File: src/pmc_pkg.sv
// Package for the power mode controller: register map, fields and state types.
package pmc_pkg;

  // ----------------------------------------------------------------
  // Register map
  // ----------------------------------------------------------------
  localparam logic [7:0] PLL_CTRL_OFF   = 8'h00;
  localparam logic [7:0] REG_CTRL_OFF   = 8'h04;
  localparam logic [7:0] MODE_CMD_OFF   = 8'h08;
  localparam logic [7:0] STATUS_OFF     = 8'h0c;
  localparam logic [7:0] ADDR_MASK      = 8'hfc;

  // ----------------------------------------------------------------
  // Field positions
  // ----------------------------------------------------------------
  localparam int PLL_BYPASS_BIT  = 0;
  localparam int PLL_ENABLE_BIT  = 1;
  localparam int SW_LO           = 0;
  localparam int SW_HI           = 1;
  localparam int VSEL_LO         = 4;
  localparam int VSEL_HI         = 7;
  localparam int VREG_BYP_BIT    = 8;
  localparam int CMD_LO          = 0;
  localparam int CMD_HI          = 1;

  // ----------------------------------------------------------------
  // Values
  // ----------------------------------------------------------------
  localparam logic [1:0]  SW_OFF        = 2'h0;
  localparam logic [1:0]  SW_RESET      = 2'h3;
  localparam logic [3:0]  VSEL_RESET    = 4'h8;
  localparam int          VSTEP_MV      = 50;
  localparam logic [1:0]  CMD_FULL_ON   = 2'h0;
  localparam logic [1:0]  CMD_ACTIVE    = 2'h1;
  localparam logic [1:0]  CMD_SLEEP     = 2'h2;
  localparam logic [1:0]  CMD_DEEP      = 2'h3;
  localparam logic [1:0]  RESP_OKAY     = 2'h0;
  localparam logic [1:0]  RESP_SLVERR   = 2'h2;

  typedef enum logic [2:0] {
    PMC_FULL_ON,
    PMC_ACTIVE,
    PMC_SLEEP,
    PMC_DEEP_SLEEP,
    PMC_HIBERNATE
  } pmc_mode_t;

  typedef struct packed {
    logic        awready;
    logic        wready;
    logic        bvalid;
    logic [1:0]  bresp;
    logic        arready;
    logic        rvalid;
    logic [31:0] rdata;
    logic [1:0]  rresp;
  } pmc_axi_out_t;

  typedef struct packed {
    logic        core_clk_en;
    logic        sys_clk_en;
    logic        pll_en;
    logic        pll_bypass;
    logic        regulator_on;
    logic        regulator_bypass;
    logic [3:0]  vsel;
    logic        dma_l1_allow;
    logic        async_access_allow;
    logic        pins_hiz;
    logic        boot_start;
  } pmc_power_out_t;

  typedef struct packed {
    pmc_mode_t      mode;
    logic           pll_enable;
    logic           pll_bypass;
    logic [1:0]     sw_field;
    logic [3:0]     vsel;
    logic           vreg_bypass;
    logic           aw_seen;
    logic [7:0]     aw_addr;
    logic           w_seen;
    logic [31:0]    w_data;
    logic [3:0]     w_strb;
    logic           refused;
    logic           rtc_s1;
    logic           rtc_s2;
    logic           wake_s1;
    logic           wake_s2;
    pmc_axi_out_t   axi;
    pmc_power_out_t pwr;
  } pmc_state_t;

endpackage : pmc_pkg

File: src/pmc_power_mode_controller.sv
// Power mode controller: mode sequencing, clock gating, regulator control, AXI4-Lite slave.
// Notes on behaviour
// - After reset enter full-on with PLL enabled and not bypassed.
// - Active keeps PLL enabled but bypassed; core and system clocks at input rate.
// - Active still permits DMA into level-one memory.
// - PLL may be disabled in active; moves to full-on or sleep refused until re-enabled.
// - Sleep stops only the core clock; PLL and system clock keep running.
// - Wakeup from sleep goes full-on if bypass off, active if bypass on.
// - Sleep blocks system DMA into level-one memory.
// - Deep sleep stops both clocks; only reset or RTC interrupt exits.
// - From deep sleep RTC goes to active, reset goes to full-on.
// - Deep sleep denies asynchronous peripherals access to internal or external resources.
// - Writing 00 to regulator switch field enters hibernate; regulator off, clocks stopped. Taken only in full-on or active; ignored in sleep and deep sleep.
// - Hibernate places external pins in high impedance.
// - RTC wakeup or reset reactivates regulator from hibernate and starts boot.
// - Regulator control register sets logic voltage in 50 mV steps.
// - Regulator may be disabled and bypassed by software choice.
module pmc_power_mode_controller (
  // Clock and reset
  input  wire logic                    aclk,
  input  wire logic                    aresetn,
  // AXI4-Lite write address and data
  input  wire logic                    s_axi_awvalid,
  output      logic                    s_axi_awready,
  input  wire logic [7:0]              s_axi_awaddr,
  input  wire logic                    s_axi_wvalid,
  output      logic                    s_axi_wready,
  input  wire logic [31:0]             s_axi_wdata,
  input  wire logic [3:0]              s_axi_wstrb,
  // AXI4-Lite write response
  output      logic                    s_axi_bvalid,
  input  wire logic                    s_axi_bready,
  output      logic [1:0]              s_axi_bresp,
  // AXI4-Lite read
  input  wire logic                    s_axi_arvalid,
  output      logic                    s_axi_arready,
  input  wire logic [7:0]              s_axi_araddr,
  output      logic                    s_axi_rvalid,
  input  wire logic                    s_axi_rready,
  output      logic [31:0]             s_axi_rdata,
  output      logic [1:0]              s_axi_rresp,
  // Wakeup sources
  input  wire logic                    rtc_wakeup,
  input  wire logic                    wakeup_event,
  // Power and clock controls
  output      pmc_pkg::pmc_power_out_t pwr
);

  // ----------------------------------------------------------------
  // Helpers
  // ----------------------------------------------------------------
  function automatic logic [31:0] pmc_merge(input logic [31:0] old_v, input logic [31:0] new_v,
                                            input logic [3:0] strb);
    logic [31:0] r;
    r = old_v;
    for (int i = 0; i < 4; i++) begin
      if (strb[i]) begin
        r[i*8 +: 8] = new_v[i*8 +: 8];
      end
    end
    return r;
  endfunction : pmc_merge

  function automatic logic [7:0] pmc_word_addr(input logic [7:0] addr);
    return addr & pmc_pkg::ADDR_MASK;
  endfunction : pmc_word_addr

  // Software runs only while the core is clocked, so only these modes may take commands.
  function automatic logic pmc_core_runs(input pmc_pkg::pmc_mode_t mode);
    return mode == pmc_pkg::PMC_FULL_ON || mode == pmc_pkg::PMC_ACTIVE;
  endfunction : pmc_core_runs

  pmc_pkg::pmc_state_t s_q;
  pmc_pkg::pmc_state_t s_d;

  // ----------------------------------------------------------------
  // Next state
  // ----------------------------------------------------------------
  always_comb begin
    logic [31:0] wv;
    logic [31:0] pll_word;
    logic [31:0] reg_word;
    logic [7:0]  wa;
    logic        do_write;
    logic        rtc_hit;
    logic        pll_ok;
    logic [1:0]  cmd;
    logic [7:0]  ra;
    wv       = 32'h0000_0000;
    pll_word = 32'h0000_0000;
    reg_word = 32'h0000_0000;
    wa       = 8'h00;
    do_write = 1'b0;
    cmd      = pmc_pkg::CMD_FULL_ON;
    ra       = pmc_word_addr(s_axi_araddr);
    s_d      = s_q;

    // Pins go through two flip-flops before any logic reads them.
    s_d.rtc_s1  = rtc_wakeup;
    s_d.rtc_s2  = s_q.rtc_s1;
    s_d.wake_s1 = wakeup_event;
    s_d.wake_s2 = s_q.wake_s1;
    rtc_hit     = s_q.rtc_s2;
    pll_ok      = s_q.pll_enable;

    pll_word[pmc_pkg::PLL_BYPASS_BIT] = s_q.pll_bypass;
    pll_word[pmc_pkg::PLL_ENABLE_BIT] = s_q.pll_enable;
    reg_word[pmc_pkg::SW_HI:pmc_pkg::SW_LO]     = s_q.sw_field;
    reg_word[pmc_pkg::VSEL_HI:pmc_pkg::VSEL_LO] = s_q.vsel;
    reg_word[pmc_pkg::VREG_BYP_BIT]             = s_q.vreg_bypass;

    // Address and data are taken in either order and held until both are present.
    if (s_axi_awvalid && s_q.axi.awready) begin
      s_d.aw_seen     = 1'b1;
      s_d.aw_addr     = pmc_word_addr(s_axi_awaddr);
      s_d.axi.awready = 1'b0;
    end
    if (s_axi_wvalid && s_q.axi.wready) begin
      s_d.w_seen    = 1'b1;
      s_d.w_data    = s_axi_wdata;
      s_d.w_strb    = s_axi_wstrb;
      s_d.axi.wready = 1'b0;
    end
    if (s_q.aw_seen && s_q.w_seen && !s_q.axi.bvalid) begin
      do_write        = 1'b1;
      wa              = s_q.aw_addr;
      s_d.aw_seen     = 1'b0;
      s_d.w_seen      = 1'b0;
      s_d.axi.bvalid  = 1'b1;
      s_d.axi.bresp   = pmc_pkg::RESP_OKAY;
    end
    if (s_q.axi.bvalid && s_axi_bready) begin
      s_d.axi.bvalid  = 1'b0;
      s_d.axi.awready = 1'b1;
      s_d.axi.wready  = 1'b1;
    end

    if (do_write) begin
      if (wa == pmc_pkg::PLL_CTRL_OFF) begin
        wv = pmc_merge(pll_word, s_q.w_data, s_q.w_strb);
        s_d.pll_bypass = wv[pmc_pkg::PLL_BYPASS_BIT];
        // The PLL may only be switched off while active.
        if (s_q.mode == pmc_pkg::PMC_ACTIVE || wv[pmc_pkg::PLL_ENABLE_BIT]) begin
          s_d.pll_enable = wv[pmc_pkg::PLL_ENABLE_BIT];
        end
      end else if (wa == pmc_pkg::REG_CTRL_OFF) begin
        wv = pmc_merge(reg_word, s_q.w_data, s_q.w_strb);
        s_d.sw_field    = wv[pmc_pkg::SW_HI:pmc_pkg::SW_LO];
        s_d.vsel        = wv[pmc_pkg::VSEL_HI:pmc_pkg::VSEL_LO];
        s_d.vreg_bypass = wv[pmc_pkg::VREG_BYP_BIT];
        // The bus stays clocked in every mode, so a stray write must not be taken as an exit.
        if (wv[pmc_pkg::SW_HI:pmc_pkg::SW_LO] == pmc_pkg::SW_OFF) begin
          if (pmc_core_runs(s_q.mode)) begin
            s_d.mode = pmc_pkg::PMC_HIBERNATE;
          end else begin
            s_d.sw_field = s_q.sw_field;
          end
        end
      end else if (wa == pmc_pkg::MODE_CMD_OFF) begin
        if (s_q.w_strb[0]) begin
          cmd = s_q.w_data[pmc_pkg::CMD_HI:pmc_pkg::CMD_LO];
          s_d.refused = 1'b0;
          if (pmc_core_runs(s_q.mode)) begin
            case (cmd)
              pmc_pkg::CMD_FULL_ON: begin
                if (pll_ok) begin
                  s_d.mode       = pmc_pkg::PMC_FULL_ON;
                  s_d.pll_bypass = 1'b0;
                end else begin
                  s_d.refused = 1'b1;
                end
              end
              pmc_pkg::CMD_ACTIVE: begin
                s_d.mode       = pmc_pkg::PMC_ACTIVE;
                s_d.pll_bypass = 1'b1;
              end
              pmc_pkg::CMD_SLEEP: begin
                if (pll_ok) begin
                  s_d.mode = pmc_pkg::PMC_SLEEP;
                end else begin
                  s_d.refused = 1'b1;
                end
              end
              default: begin
                s_d.mode = pmc_pkg::PMC_DEEP_SLEEP;
              end
            endcase
          end else begin
            s_d.refused = 1'b1;
          end
        end
      end else begin
        s_d.axi.bresp = pmc_pkg::RESP_SLVERR;
      end
    end

    // Wakeups out of the low power modes.
    case (s_q.mode)
      pmc_pkg::PMC_SLEEP: begin
        if (s_q.wake_s2 || rtc_hit) begin
          s_d.mode = s_q.pll_bypass ? pmc_pkg::PMC_ACTIVE : pmc_pkg::PMC_FULL_ON;
        end
      end
      pmc_pkg::PMC_DEEP_SLEEP: begin
        if (rtc_hit) begin
          s_d.mode       = pmc_pkg::PMC_ACTIVE;
          s_d.pll_bypass = 1'b1;
        end
      end
      pmc_pkg::PMC_HIBERNATE: begin
        // Only the RTC reaches this domain; the reset pin restarts via aresetn.
        if (rtc_hit) begin
          // Waking from hibernate is a cold start, so the PLL returns to its power-up setting.
          s_d.mode       = pmc_pkg::PMC_FULL_ON;
          s_d.sw_field   = pmc_pkg::SW_RESET;
          s_d.pll_enable = 1'b1;
          s_d.pll_bypass = 1'b0;
        end
      end
      default: begin
      end
    endcase

    // Reads.
    if (s_axi_arvalid && s_q.axi.arready) begin
      s_d.axi.arready = 1'b0;
      s_d.axi.rvalid  = 1'b1;
      s_d.axi.rresp   = pmc_pkg::RESP_OKAY;
      s_d.axi.rdata   = 32'h0000_0000;
      if (ra == pmc_pkg::PLL_CTRL_OFF) begin
        s_d.axi.rdata = pll_word;
      end else if (ra == pmc_pkg::REG_CTRL_OFF) begin
        s_d.axi.rdata = reg_word;
      end else if (ra == pmc_pkg::MODE_CMD_OFF) begin
        s_d.axi.rdata = 32'h0000_0000;
      end else if (ra == pmc_pkg::STATUS_OFF) begin
        s_d.axi.rdata = {28'h0000000, s_q.refused, s_q.mode};
      end else begin
        s_d.axi.rresp = pmc_pkg::RESP_SLVERR;
      end
    end
    if (s_q.axi.rvalid && s_axi_rready) begin
      s_d.axi.rvalid  = 1'b0;
      s_d.axi.arready = 1'b1;
    end

    // Power outputs follow the next mode so they change with it.
    s_d.pwr.pll_en             = s_d.pll_enable && s_d.mode != pmc_pkg::PMC_HIBERNATE;
    s_d.pwr.pll_bypass         = s_d.pll_bypass || s_d.mode == pmc_pkg::PMC_ACTIVE;
    s_d.pwr.core_clk_en        = pmc_core_runs(s_d.mode);
    s_d.pwr.sys_clk_en         = s_d.pwr.core_clk_en || s_d.mode == pmc_pkg::PMC_SLEEP;
    s_d.pwr.dma_l1_allow       = s_d.pwr.core_clk_en;
    s_d.pwr.async_access_allow = s_d.pwr.sys_clk_en;
    s_d.pwr.regulator_on       = s_d.mode != pmc_pkg::PMC_HIBERNATE && !s_d.vreg_bypass;
    s_d.pwr.regulator_bypass   = s_d.vreg_bypass;
    s_d.pwr.vsel               = s_d.vsel;
    s_d.pwr.pins_hiz           = s_d.mode == pmc_pkg::PMC_HIBERNATE;
    s_d.pwr.boot_start         = s_q.mode == pmc_pkg::PMC_HIBERNATE && s_d.mode == pmc_pkg::PMC_FULL_ON;
  end

  // ----------------------------------------------------------------
  // State register
  // ----------------------------------------------------------------
  always_ff @(posedge aclk) begin
    if (!aresetn) begin
      s_q                  <= '0;
      s_q.mode             <= pmc_pkg::PMC_FULL_ON;
      s_q.pll_enable       <= 1'b1;
      s_q.pll_bypass       <= 1'b0;
      s_q.sw_field         <= pmc_pkg::SW_RESET;
      s_q.vsel             <= pmc_pkg::VSEL_RESET;
      s_q.axi.awready      <= 1'b1;
      s_q.axi.wready       <= 1'b1;
      s_q.axi.arready      <= 1'b1;
      s_q.pwr.pll_en       <= 1'b1;
      s_q.pwr.core_clk_en  <= 1'b1;
      s_q.pwr.sys_clk_en   <= 1'b1;
      s_q.pwr.dma_l1_allow <= 1'b1;
      s_q.pwr.async_access_allow <= 1'b1;
      s_q.pwr.regulator_on <= 1'b1;
      s_q.pwr.vsel         <= pmc_pkg::VSEL_RESET;
      s_q.pwr.pll_bypass   <= 1'b0;
      s_q.pwr.pins_hiz     <= 1'b0;
      s_q.pwr.boot_start   <= 1'b0;
    end else begin
      s_q <= s_d;
    end
  end

  // ----------------------------------------------------------------
  // Port outputs
  // ----------------------------------------------------------------
  assign s_axi_awready = s_q.axi.awready;
  assign s_axi_wready  = s_q.axi.wready;
  assign s_axi_bvalid  = s_q.axi.bvalid;
  assign s_axi_bresp   = s_q.axi.bresp;
  assign s_axi_arready = s_q.axi.arready;
  assign s_axi_rvalid  = s_q.axi.rvalid;
  assign s_axi_rdata   = s_q.axi.rdata;
  assign s_axi_rresp   = s_q.axi.rresp;
  assign pwr           = s_q.pwr;

endmodule : pmc_power_mode_controller

File: config.mk
export PLATFORM = sky130hd
export DESIGN_NAME = pmc_power_mode_controller
export DESIGN_NICKNAME = d
export VERILOG_FILES = /design/src/pmc_pkg.sv /design/src/pmc_power_mode_controller.sv
export SDC_FILE = /design/constraint.sdc
export NUM_CORES = 1
export LEC_CHECK = 0
export ABC_AREA = 0
export BUFFER_PORTS_ARGS = -buffer_cell sky130_fd_sc_hd__buf_4
export CAP_MARGIN = 10
export CORE_MARGIN = 4
export CORE_UTILIZATION = 50
export CTS_BUF_LIST = sky130_fd_sc_hd__clkbuf_4
export DETAILED_ROUTE_END_ITERATION = 10
export GPL_TIMING_DRIVEN = 0
export PLACE_DENSITY = 0.83
export SYNTH_ARGS = -nofsm -noshare
export SYNTH_HDL_FRONTEND = slang
export SYNTH_SLANG_ARGS = --single-unit
File: constraint.sdc
create_clock -name aclk -period 1.9 [get_ports aclk]
set_input_delay 0.095 -clock aclk [delete_from_list [all_inputs] [get_ports aclk]]
set_output_delay 0.095 -clock aclk [all_outputs]
set_load 0.005 [all_outputs]
==> metrics list, run 1 <==
- The run finished with clean final reports.
- Overall power of the completed layout: approximately 2.4 mW
- Entering global routing, the biggest net connects 11 pins.
* Path type of the worst min-delay path: input port to flip-flop
- The die is between 80 and 90 um tall.
- Core Region: 5240 um2
* Vias in the first global route: approximately 2300
* Cell Pwr Density: about 630 nW/um2
* Shortest clock period the worst path allows after layout: ~1.8 ns
* Number of H-tree levels: 3
- Before CTS, the worst setup slack after placement is roughly 0.050 ns.
- Initial core utilization: between 50% and 60%
- Commonest non-fill, non-tap cells in the layout: buf_4, dfxtp_1, nand2_1
* Routed WL: 6.56 mm
* Static leakage: between 1.5 and 2 nW
- The final-report max-slew violation count came to 0.
- The tree is rooted in a clkbuf_4.
* Kind of end point of the critical path: flip-flop
- Max-cap violations in this run came to 0.
- Timing would allow up to 547 MHz.
- Setup slack on the critical path of the routed design comes to a little over 0.07 ns.
- Detailed placement HPWL: 4.61 mm
- Async set-or-reset flop fraction in the synthesized netlist: 0%
- Slew at the pin closest to its max-slew limit: 0.572 ns
- dfxtp_1 takes more of the synthesized area than any other cell.
- Max clock buf depth: 2
- Hold path depth: 4
* RSZ-0062 raised after global routing: true
- Dividing the detail-routed via count by the number of cells gives ~4.9.
* Critical Path, Cell by Cell: or4_4, nor2_8, and3_4, o21ai_0, a221o_1
- The synthesized design devotes to its leading area cell type roughly two fifths of total area.
* IO Pins: ~120
- TritonCTS built the clock tree.
- Buffers inserted during clock tree synthesis total 9.
- Delay contributed by the slowest stage of the critical path: between 0.5 and 0.6 ns
- The number of antenna diodes in the final layout is 0.
- Port buffering added 59 buffers.
- The floorplan step defined a die boundary enclosing between 6000 and 7000 um2.
* Startpoint kind of the worst setup timing path: flip-flop
- Clock sinks: between 50 and 60
- The worst register-to-register path has a depth of 5.
* Crit. Startpoint: s_q[104]
* Final setup violating endpoints: 0
- Largest driver fanout on the critical path: 8
* Number of remaining DRC errors: 0
- YS warnings: 0
- Clock slew seen by the registers of the worst setup and hold paths: around 0.090 ns
- Synth Register Bits: 58
* Worst reg-to-reg setup slack: a little over 0.07 ns
- For this run, the post-layout net count is 500.
- Peak VDD IR: between 0.4 and 0.5 mV
* Hold Violations, Final: 0
- Average footprint of a synthesized cell: ~8.6 um2
* Die X-Extent: 82.5 um
- After global routing the overflow that remains totals 0.
- Type of the worst setup path: flip-flop to flip-flop
* Wire length of the first global-routing pass: a little over 10 mm
- Layout overhead on the synthesized area: 35.5%
- Number of nets with antenna violations after routing: 0
* Reg-to-reg endpoint: s_q[112]
* Capture endpoint of the worst hold path: s_axi_rresp[1]
- Of the available clock period, the critical path in the final layout requires 96.2%.
- Most common cell after layout, fill and taps aside: buf_4
* Ranking of synthesized cells by area: dfxtp_1, buf_4, a21boi_0, nand2_1, and2_1
* Number of DRC markers after the initial detailed-route iteration: between 100 and 150
* Overall via count from detail_route: 2497
- In the global route stage, overall resource usage came out at about 20%.
* Latest clock arrival within the worst-skew pair: between 0.3 and 0.4 ns
- Count of TritonRoute iterations in the first routing pass: 4
* Post-synthesis cell count: between 300 and 400
* Distinct cell type count after synthesis: 46
- FF-to-FF Start: s_q[104]
- The synthesized design contains 0 enable-type register cells.
* Initial antenna violation count: 0
- Worst Min Path Start: s_axi_arvalid
- Data arrives at the worst endpoint at ~2.1 ns.
- Sequential share of the synthesized area: between 40% and 50%
- Worst path required time: 2.17 ns
* GPL Wtd Cong: between 0.8 and 0.9
- Clock tree skew after final layout: ~0.008 ns
* Cell area after synthesis: 2770 um2
- Utilization after layout: between 70 and 80%
- Dividing the detail-routed wire length by the instance count gives between 10 and 15 um.
- The placed instances occupy a cell area of approximately 3400 um2.
- Final hold analysis gives a worst-case slack of 0.0917 ns.
- After floorplanning, the core was divided into 26 placement rows.
- Fraction of final layout cells with drive strength greater than 1: 32.3%
- Rel. slew slack: 61.5%
- Post-layout instance area: roughly 3800 um2
- The slowest stage of the critical path is the or4_4 cell.
* Top_reg_cell synth: dfxtp_1
==> synthesized netlist by cell type (all sizes together), types with 2 or more instances <==
cell    instances
a211o           2
a21boi         22
a21o            2
a21oi          10
a221o           2
a22oi           7
and2           11
and3            4
and3b           2
buf            54
clkbuf         11
dfxtp          58
inv             9
mux2i           3
nand2          43
nand2b          3
nand3          12
nand3b          3
nor2           14
nor2b           8
nor3            5
nor4            3
nor4b           4
o211a           2
o21ai          12
or2             2
==> report_power, final <==
group	switching, mW	internal (mW)	total, mW
Sequential	0.0285	1.25	1.28
Combinational	0.139	0.180	0.319
Clock	0.401	0.353	0.755
Total	0.569	1.79	2.36
==> per-stage QoR <==
stage                     std cells  TNS (ns)
after floorplan                 345         0
after global placement          474         0
after detailed placement        474         0
after CTS                       511         0
after global routing            513    -0.467
final                           513         0
==> per-layer routing <==
metal | up-vias | global-route usage, % | share of wire [%]
met1 | 1142 | 23.8 | 41
li1 | 1254 | - | -
met2 | 92 | 33.3 | 50
met3 | 9 | 5.10 | 6.8
met5 | - | 0 | 0
met4 | 0 | 10.3 | 1.6
==> state kept, by name (all words and copies together) (netlist names), named ones only <==
| name | cells |
|---|---|
| s_axi_rvalid | 1 |
| s_axi_rresp | 1 |
| pwr | 12 |
| s_axi_arready | 1 |
| s_q | 27 |
| s_axi_bresp | 1 |
| s_axi_awready | 1 |
| s_axi_wready | 1 |
| s_d | 2 |
| s_axi_rdata | 9 |
| s_axi_bvalid | 1 |
==> cell families after synthesis <==
kind of cell,after synthesis,synth area share (%)
flops,58,41.9
mux,4,1.49
buf+inv,74,17.3
other cells,1,0.135
simple gates,119,22.7
compound gates,66,16.6
==> how the worst max path moves through the flow <==
stage | end | slack [ns] | depth (start not counted)
6_report | s_q[112] | 0.07 | 5
5_1_grt | pwr[11] | -0.12 | 5
4_1_cts | pwr[1] | 0.02 | 5
3_5_place_dp | pwr[10] | 0.05 | 6
3_3_place_gp | s_q[111] | 0.08 | 6
2_1_floorplan | s_q[111] | 0.15 | 6
==> layout make-up <==
type | instances | area [um2]
clock buffers | 15 | 113
repair buffers | 85 | 693
fillers | 414 | 1480
multi-input cells | 213 | 1240
plain buffers | 63 | 430
well taps | 70 | 87.6
inverters | 9 | 33.8
flip-flops and latches | 58 | 1160
==> worst max-delay path: cells and delay by family (launching register included) <==
kind	cells	cell delay (ns)
DFF	1	0.34
AOI/OAI and AO/OA	2	0.39
and+or+nand+nor	3	0.99
==> what timing repair did <==
item | CTS | global route
hold endpoints to repair | 21 | 0
resized for setup | 0 | 5
setup buffers | 0 | 4
endpoints found under the setup margin | 0 | 6
hold buffers | 22 | 0
Power figures use the tool's default switching activity.
==> run 2: changes to the inputs <==
--- a/constraint.sdc
+++ b/constraint.sdc
@@ -3,2 +3,2 @@
 set_output_delay 0.095 -clock aclk [all_outputs]
-set_load 0.005 [all_outputs]
+set_load 0.1 [all_outputs]
==> metrics list, run 2 (synthesis results as in run 1) <==
- Final setup violating endpoints: 0 (unchanged)
- The final design area excluding fillers was 3770 um2 (was 3760 um2).
- Inst Count DP: 474 (unchanged)
- Crit path buffers/inverters: 0 (unchanged)
* Net switching power figure: 856 uW (was 569 uW)
- The total congestion overflow after global routing is 0 (unchanged).
- CTS Root Cell: clkbuf_4 (unchanged)
- Wire length per cell: 12.5 um (was 12.8 um)
- Slew at the pin closest to its max-slew limit: 0.583 ns (was 0.572 ns)
* Critical Path, Cell by Cell: or4_4, nor4_2, or2_2, a21oi_1, a21boi_0 (was or4_4, nor2_8, and3_4, o21ai_0, a221o_1)
- Clock slew seen by the registers of the worst setup and hold paths: 0.10 ns (was 0.09 ns)
* Commonest non-fill, non-tap cells in the layout: buf_4, dfxtp_1, nand2_1 (unchanged)
- Combinational share of power: 21.9% (was 13.5%)
* Number of remaining DRC errors: 0 (unchanged)
* Worst Min Path Start: s_axi_arvalid (unchanged)
- The net count of the finished layout was 499 (was 500).
- Number of DRC markers after the initial detailed-route iteration: 140 (was 144)
- Proportion of power drawn by flip-flops and latches: 47.3% (was 54.4%)
- Core Region: 5240 um2 (unchanged)
- The later-pin clock latency in the skew report was 0.38 ns (about the same).
- The total CTS buffers was 9 (unchanged).
- Critical path's slowest cell: or4_4 (unchanged)
- Worst path required time: 2.20 ns (was 2.17 ns)
- Rel. slew slack: 60.8% (was 61.5%)
- The register bank with the most flops is s_q (unchanged).
- Initial antenna violation count: 0 (unchanged)
- IO Pins: 116 (unchanged)
- Detailed placement HPWL: 4.65 mm (was 4.61 mm)
- Overall die height: 82.5 um (unchanged)
* Largest driver fanout on the critical path: 3 (was 8)
- Vias in the first global route: 2363 (was 2256)
- The total routing usage reported by global routing came to 20.1% (was 20.0%).
- Path type of the worst min-delay path: input port to flip-flop (unchanged)
- Largest register FFs: 27 (unchanged)
* Standard-cell rows: 26 (unchanged)
* Die X-Extent: 82.5 um (unchanged)
- Type of the worst setup path: flip-flop to flip-flop (unchanged)
- The ratio of final minimum period to clock period is 95.6% (was 96.2%).
* Routed WL: 6.38 mm (was 6.56 mm)
- The delay of the slowest critical-path stage was 0.59 ns (about the same).
- The synthesis-to-finish area growth is 36.0% (was 35.5%).
- FF-to-FF Start: s_q[104] (unchanged)
- Number of vias per cell: 4.87 (about the same)
- The shortest period the worst path allows was 1.82 ns (was 1.83 ns).
* Overall power of the completed layout: 2.71 mW (was 2.36 mW)
- The cell-internal power was 1.85 mW (was 1.79 mW).
- CTS tree: yes (unchanged)
- Startpoint kind of the worst setup timing path: flip-flop (unchanged)
- The count of clock tree sinks came to 58 (unchanged).
- The last weighted congestion value of the routability-driven placer was 0.844 (was 0.837).
* Count of inserted antenna diode cells: 0 (unchanged)
- The commonest non-fill, non-tap cell in the layout was buf_4 (unchanged).
- Peak VDD IR: 0.444 mV (was 0.432 mV)
- The number of filler cells placed in the layout is 430 (was 414).
- The number of violations of the max-capacitance limit came to 0 (unchanged).
* Max clock buf depth: 2 (unchanged)
- The count of nets left with antenna violations after detail routing was 0 (unchanged).
- Wire length of the first global-routing pass: 10.4 mm (about the same)
* Utilization after layout: 72.0% (was 71.7%)
- Cell Pwr Density: 719 nW/um2 (was 627 nW/um2)
- The number of H-tree levels is 3 (unchanged).
- The startpoint of the most critical setup path is s_q[104] (unchanged).
* Outcome: finished clean (unchanged)
* Static leakage: 1.75 nW (was 1.74 nW)
- The maximum achievable frequency is 551 MHz (was 547 MHz).
- Clock tree skew after final layout: 0.0129 ns (was 0.00800 ns)
- Cell family contributing the most delay on the critical path: simple AND/OR/NAND/NOR gates (unchanged)
- Pin count of the biggest net entering global routing: 11 (unchanged)
* Placed Area: 3390 um2 (about the same)
* Overall via count from detail_route: 2493 (was 2497)
* Count of TritonRoute iterations in the first routing pass: 5 (was 4)
- The fraction of power spent switching nets came to 31.6% (was 24.1%).
* Die Footprint: 6800 um2 (unchanged)
- Clock Power Share: 30.7% (was 32.0%)
* Initial core utilization: 52.9% (unchanged)
- Kind of end point of the critical path: flip-flop (unchanged)
* Fraction of final layout cells with drive strength greater than 1: 32.4% (was 32.3%)
- The final-report max-slew violation count is 0 (unchanged).
- Hold Violations, Final: 0 (unchanged)
- Count of input and output buffers: 59 (unchanged)
- Data arrival time of the critical path: 2.11 ns (was 2.09 ns)
* RSZ-0062 raised after global routing: false (was true)
- Cell Count, Final, Fillers Out: 512 (was 513)
* Total negative slack: 0 ns (unchanged)
-- run 2: changes by cell type in the layout (fill, tap and decap cells not counted), sizes merged --
cell	delta
clkbuf	-4
clkinv	+3
buf	-1
bufinv	+1
-- run 2: worst min-delay path: stages --
cell,delay (ns)
buf_4,0.09
nand2_1,0.06
nand2b_1,0.07
and3_1,0.14
-- run 2: what timing repair did --
item / 4_1_cts / 5_1_grt
pin swaps: 0 / 3
hold buffers: 22 / 0
endpoints found under the hold margin: 21 / 0
buffers inserted: 0 / 3
cloned: 0 / 0
endpoints found under the setup margin: 1 / 6
resized for setup: 1 / 6
-- run 2: power by group through the flow --
| stage | combinational (mW) | sequential [mW] | clock (mW) |
|---|---|---|---|
| floorplan | 0.400 | 1.35 | 0 |
| global route | 0.629 | 1.29 | 0.918 |
| CTS | 0.585 | 1.28 | 0.850 |
| finish | 0.594 | 1.28 | 0.833 |
| detailed placement | 0.545 | 1.31 | 0 |
| global placement | 0.540 | 1.31 | 0 |
-- run 2: final timing paths --
check,to,slack [ns],cells after the start
worst max-delay path,pwr[11],0.08,5
worst max register to register,pwr[11],0.08,5
worst min-delay path,s_axi_rresp[1],0.1,4
worst min register to register,s_q[55],0.44,1
-- run 2: per-stage QoR --
stage               setup WS [ns]  hold WS, ns
floorplan                0.000251        0.195
global placement           0.0816        0.295
detailed placement        0.00405        0.306
CTS                        0.0457       0.0833
global route               0.0109        0.122
finish                     0.0841       0.0968
-- run 2: cell type report --
class	count	area [um2]	share of cell area, %
Tap cell	70	87.6	2.32
Timing Repair Buffer	84	686	18.2
Clock buffer	11	82.6	2.19
Buffer	63	430	11.4
Sequential cell	58	1160	30.9
Inverter	9	33.8	0.896
Multi-Input combinational cell	213	1240	32.9
Clock inverter	4	43.8	1.16
-- run 2: layer usage --
metal	share of wire, %	vias to the layer above	GRT usage (%)
met2	51	86	35.1
li1	-	1263	-
met5	0	-	0
met4	1.2	0	9.63
met1	40	1135	23.2
met3	7.2	9	4.23
==> run 3: changes to the inputs <==
- CORE_MARGIN: 4 -> unset
- clock period: 1.9 -> 2.04 ns (I/O delays scaled with it)
==> metrics list, run 3 (synthesis results as in run 1) <==
- TritonCTS buffer count: 9 (unchanged)
- The maximum achievable frequency is 541 MHz (was 551 MHz).
- The worst hold path endpoint is s_axi_rresp[1] (unchanged).
* Final period utilization: 90.7% (was 95.6%)
* Reported max-cap violation count: 0 (unchanged)
* Slew at the pin closest to its max-slew limit: 0.598 ns (was 0.583 ns)
- The startpoint of the most critical register-to-register path was s_q[101] (was s_q[104]).
* Clock tree skew after final layout: 0.0132 ns (was 0.0129 ns)
- Post-layout net count: 498 (was 499)
- The busiest layer in global routing is met2 (unchanged).
* Largest Register: s_q (unchanged)
- Number of nets with antenna violations after routing: 0 (unchanged)
- GRT met3 Usage: 4.07% (was 4.23%)
* Worst Min Path Start: s_axi_arvalid (unchanged)
* Wire length of the first global-routing pass: 10.4 mm (about the same)
- The minimum hold slack is 0.0777 ns (was 0.0968 ns).
- The power density over the cells came to 734 nW/um2 (was 719 nW/um2).
- Rel. slew slack: 59.8% (was 60.8%)
- Worst path required time: 2.33 ns (was 2.20 ns)
- The post-cts gate resize count came to 0 (was 1).
- Kind of end point of the critical path: flip-flop (unchanged)
* Hold path depth: 4 (unchanged)
- The commonest non-fill, non-tap cell in the layout was buf_4 (unchanged).
* Largest register FFs: 27 (unchanged)
- Overall die height: 76.5 um (was 82.5 um)
* Peak VDD IR: 0.536 mV (was 0.444 mV)
- The root buffer cell is clkbuf_4 (unchanged).
- RSZ-0062 raised after global routing: false (unchanged).
- Count of hold buffers inserted by post-cts repair: 22 (unchanged)
* Commonest non-fill, non-tap cells in the layout: buf_4, dfxtp_1, nand2_1 (unchanged)
- Latest clock arrival within the worst-skew pair: 0.39 ns (was 0.38 ns)
- The initial antenna violation count is 0 (unchanged).
- Count of TritonRoute iterations in the first routing pass: 5 (unchanged)
- The met1 track demand over resource in global routing came to 25.7% (was 23.2%).
- The horizontal die dimension is 76.5 um (was 82.5 um).
- IO Pins: 116 (unchanged)
- The full die area is 5850 um2 (was 6800 um2).
- Crit path buffers/inverters: 1 (was 0)
- The clock tree from TritonCTS was yes (unchanged).
* Number of vias per cell: 4.83 (was 4.87)
- The capturing point of the worst reg2reg path was s_q[112] (was pwr[11]).
* Vias in the first global route: 2337 (was 2363)
- The total placed cells including tap cells is 474 (unchanged).
- Cell Count, Final, Fillers Out: 512 (unchanged)
* Startpoint kind of the worst setup timing path: flip-flop (unchanged)
- Count of input and output buffers: 59 (unchanged)
- The layout cell share with drive strength beyond 1 is 31.2% (was 32.4%).
- Number of DRC markers after the initial detailed-route iteration: 145 (was 140)
- Detailed placement HPWL: 4.20 mm (was 4.65 mm)
- Shortest clock period the worst path allows after layout: 1.85 ns (was 1.82 ns)
- The worst reg-to-reg path cell count came to 6 (was 5).
- The category of the critical setup timing path is flip-flop to flip-flop (unchanged).
- The initial cell density of the core was 52.9% (unchanged).
- The static leakage was 1.76 nW (was 1.75 nW).
- The total congestion overflow after global routing came to 0 (unchanged).
- Outcome: finished clean (unchanged)
* Pins over their slew limit: 0 (unchanged)
- GPL Wtd Cong: 0.959 (was 0.844)
* Total routing resource utilization after global routing: 22.1% (was 20.1%)
- Critical Path, Cell by Cell: or4_4, nor2_8, and3_1, buf_6, o21ai_0, a221o_1 (was or4_4, nor4_2, or2_2, a21oi_1, a21boi_0).
- Overall via count from detail_route: 2472 (was 2493)
* Number of remaining DRC errors: 0 (unchanged)
* Cell family contributing the most delay on the critical path: simple AND/OR/NAND/NOR gates (unchanged)
- Clock slew seen by the registers of the worst setup and hold paths: 0.10 ns (about the same)
* Pin count of the biggest net entering global routing: 11 (unchanged)
- The number of hold-slack violations in the final timing report is 0 (unchanged).
- The wire length per cell is 11.9 um (was 12.5 um).
* Final setup violating endpoints: 0 (unchanged)
* Data arrival time of the critical path: 2.14 ns (was 2.11 ns)
- Worst reg-to-reg setup slack: 0.19 ns (was 0.08 ns)
- The count of clock tree sinks was 58 (unchanged).
* Standard-cell rows: 26 (unchanged)
- Max clock buf depth: 2 (unchanged)
- Number of H-tree levels: 3 (unchanged)
- The delay of the slowest critical-path stage came to 0.59 ns (about the same).
- Critical path's slowest cell: or4_4 (unchanged)
- The post-CTS setup-driven buffer insertion count was 0 (unchanged).
* Largest driver fanout on the critical path: 8 (was 3)
- Path type of the worst min-delay path: input port to flip-flop (unchanged)
- Layout overhead on the synthesized area: 36.7% (was 36.0%)
* Count of inserted antenna diode cells: 0 (unchanged)
- Routed WL: 6.07 mm (was 6.38 mm)
- Met2 global-route usage: 38.9% (was 35.1%)
* Total negative slack: 0 ns (unchanged)
- Core Region: 5240 um2 (unchanged)
[run 3: changes by cell type in the layout (fill, tap and decap cells not counted), sizes merged]
cell    delta
buf        -2
bufinv     +2
[run 3: layout make-up]
class	instances	area, um2
flip-flops and latches	58	1160
clock inverters	6	105
clock buffers	10	75.1
repair buffers	81	663
multi-input cells	213	1220
fillers	421	1450
plain buffers	65	445
inverters	9	33.8
well taps	70	87.6
[run 3: routing by layer]
| layer | part of all wire (%) | vias up | wire (um) |
|---|---|---|---|
| li1 | - | 1252 | - |
| met1 | 43 | 1115 | 2580 |
| met2 | 49 | 89 | 2960 |
| met3 | 6.6 | 16 | 398 |
| met4 | 2.1 | 0 | 125 |
| met5 | 0 | - | 0 |
[run 3: stage by stage]
step	util, %	power [mW]	area (um2)	setup slack (ns)
2_1_floorplan	-	1.63	2860	0.140
3_3_place_gp	64.7	1.72	3390	0.206
3_5_place_dp	64.7	1.73	3390	0.188
4_1_cts	72.4	2.80	3790	0.184
5_1_grt	72.4	2.89	3790	0.00968
6_report	72.4	2.78	3790	0.191
[run 3: how the worst max path moves through the flow]
stage	cells after the start	to	slack [ns]	from
final	6	s_q[112]	0.19	s_q[101]
after global routing	5	pwr[11]	0.01	s_q[101]
after CTS	6	s_q[112]	0.18	s_q[101]
after detailed placement	6	s_q[112]	0.19	s_q[101]
after global placement	6	pwr[10]	0.21	s_q[117]
after floorplan	4	s_axi_rdata[4]	0.14	s_axi_arready
[run 3: power breakdown]
| group | internal [mW] | leakage, nW | switching [mW] |
|---|---|---|---|
| combinational | 0.167 | 1.19 | 0.380 |
| clock | 0.629 | 0.100 | 0.413 |
| sequential | 1.17 | 0.473 | 0.0256 |
| total | 1.96 | 1.76 | 0.818 |
[run 3: worst reg2reg max path, cell delays in order, from the launching register on]
cell and delay [ns]:
dfxtp_1 0.34, or4_4 0.59, nor2_8 0.15, and3_1 0.19, buf_6 0.12, o21ai_0 0.08, a221o_1 0.30
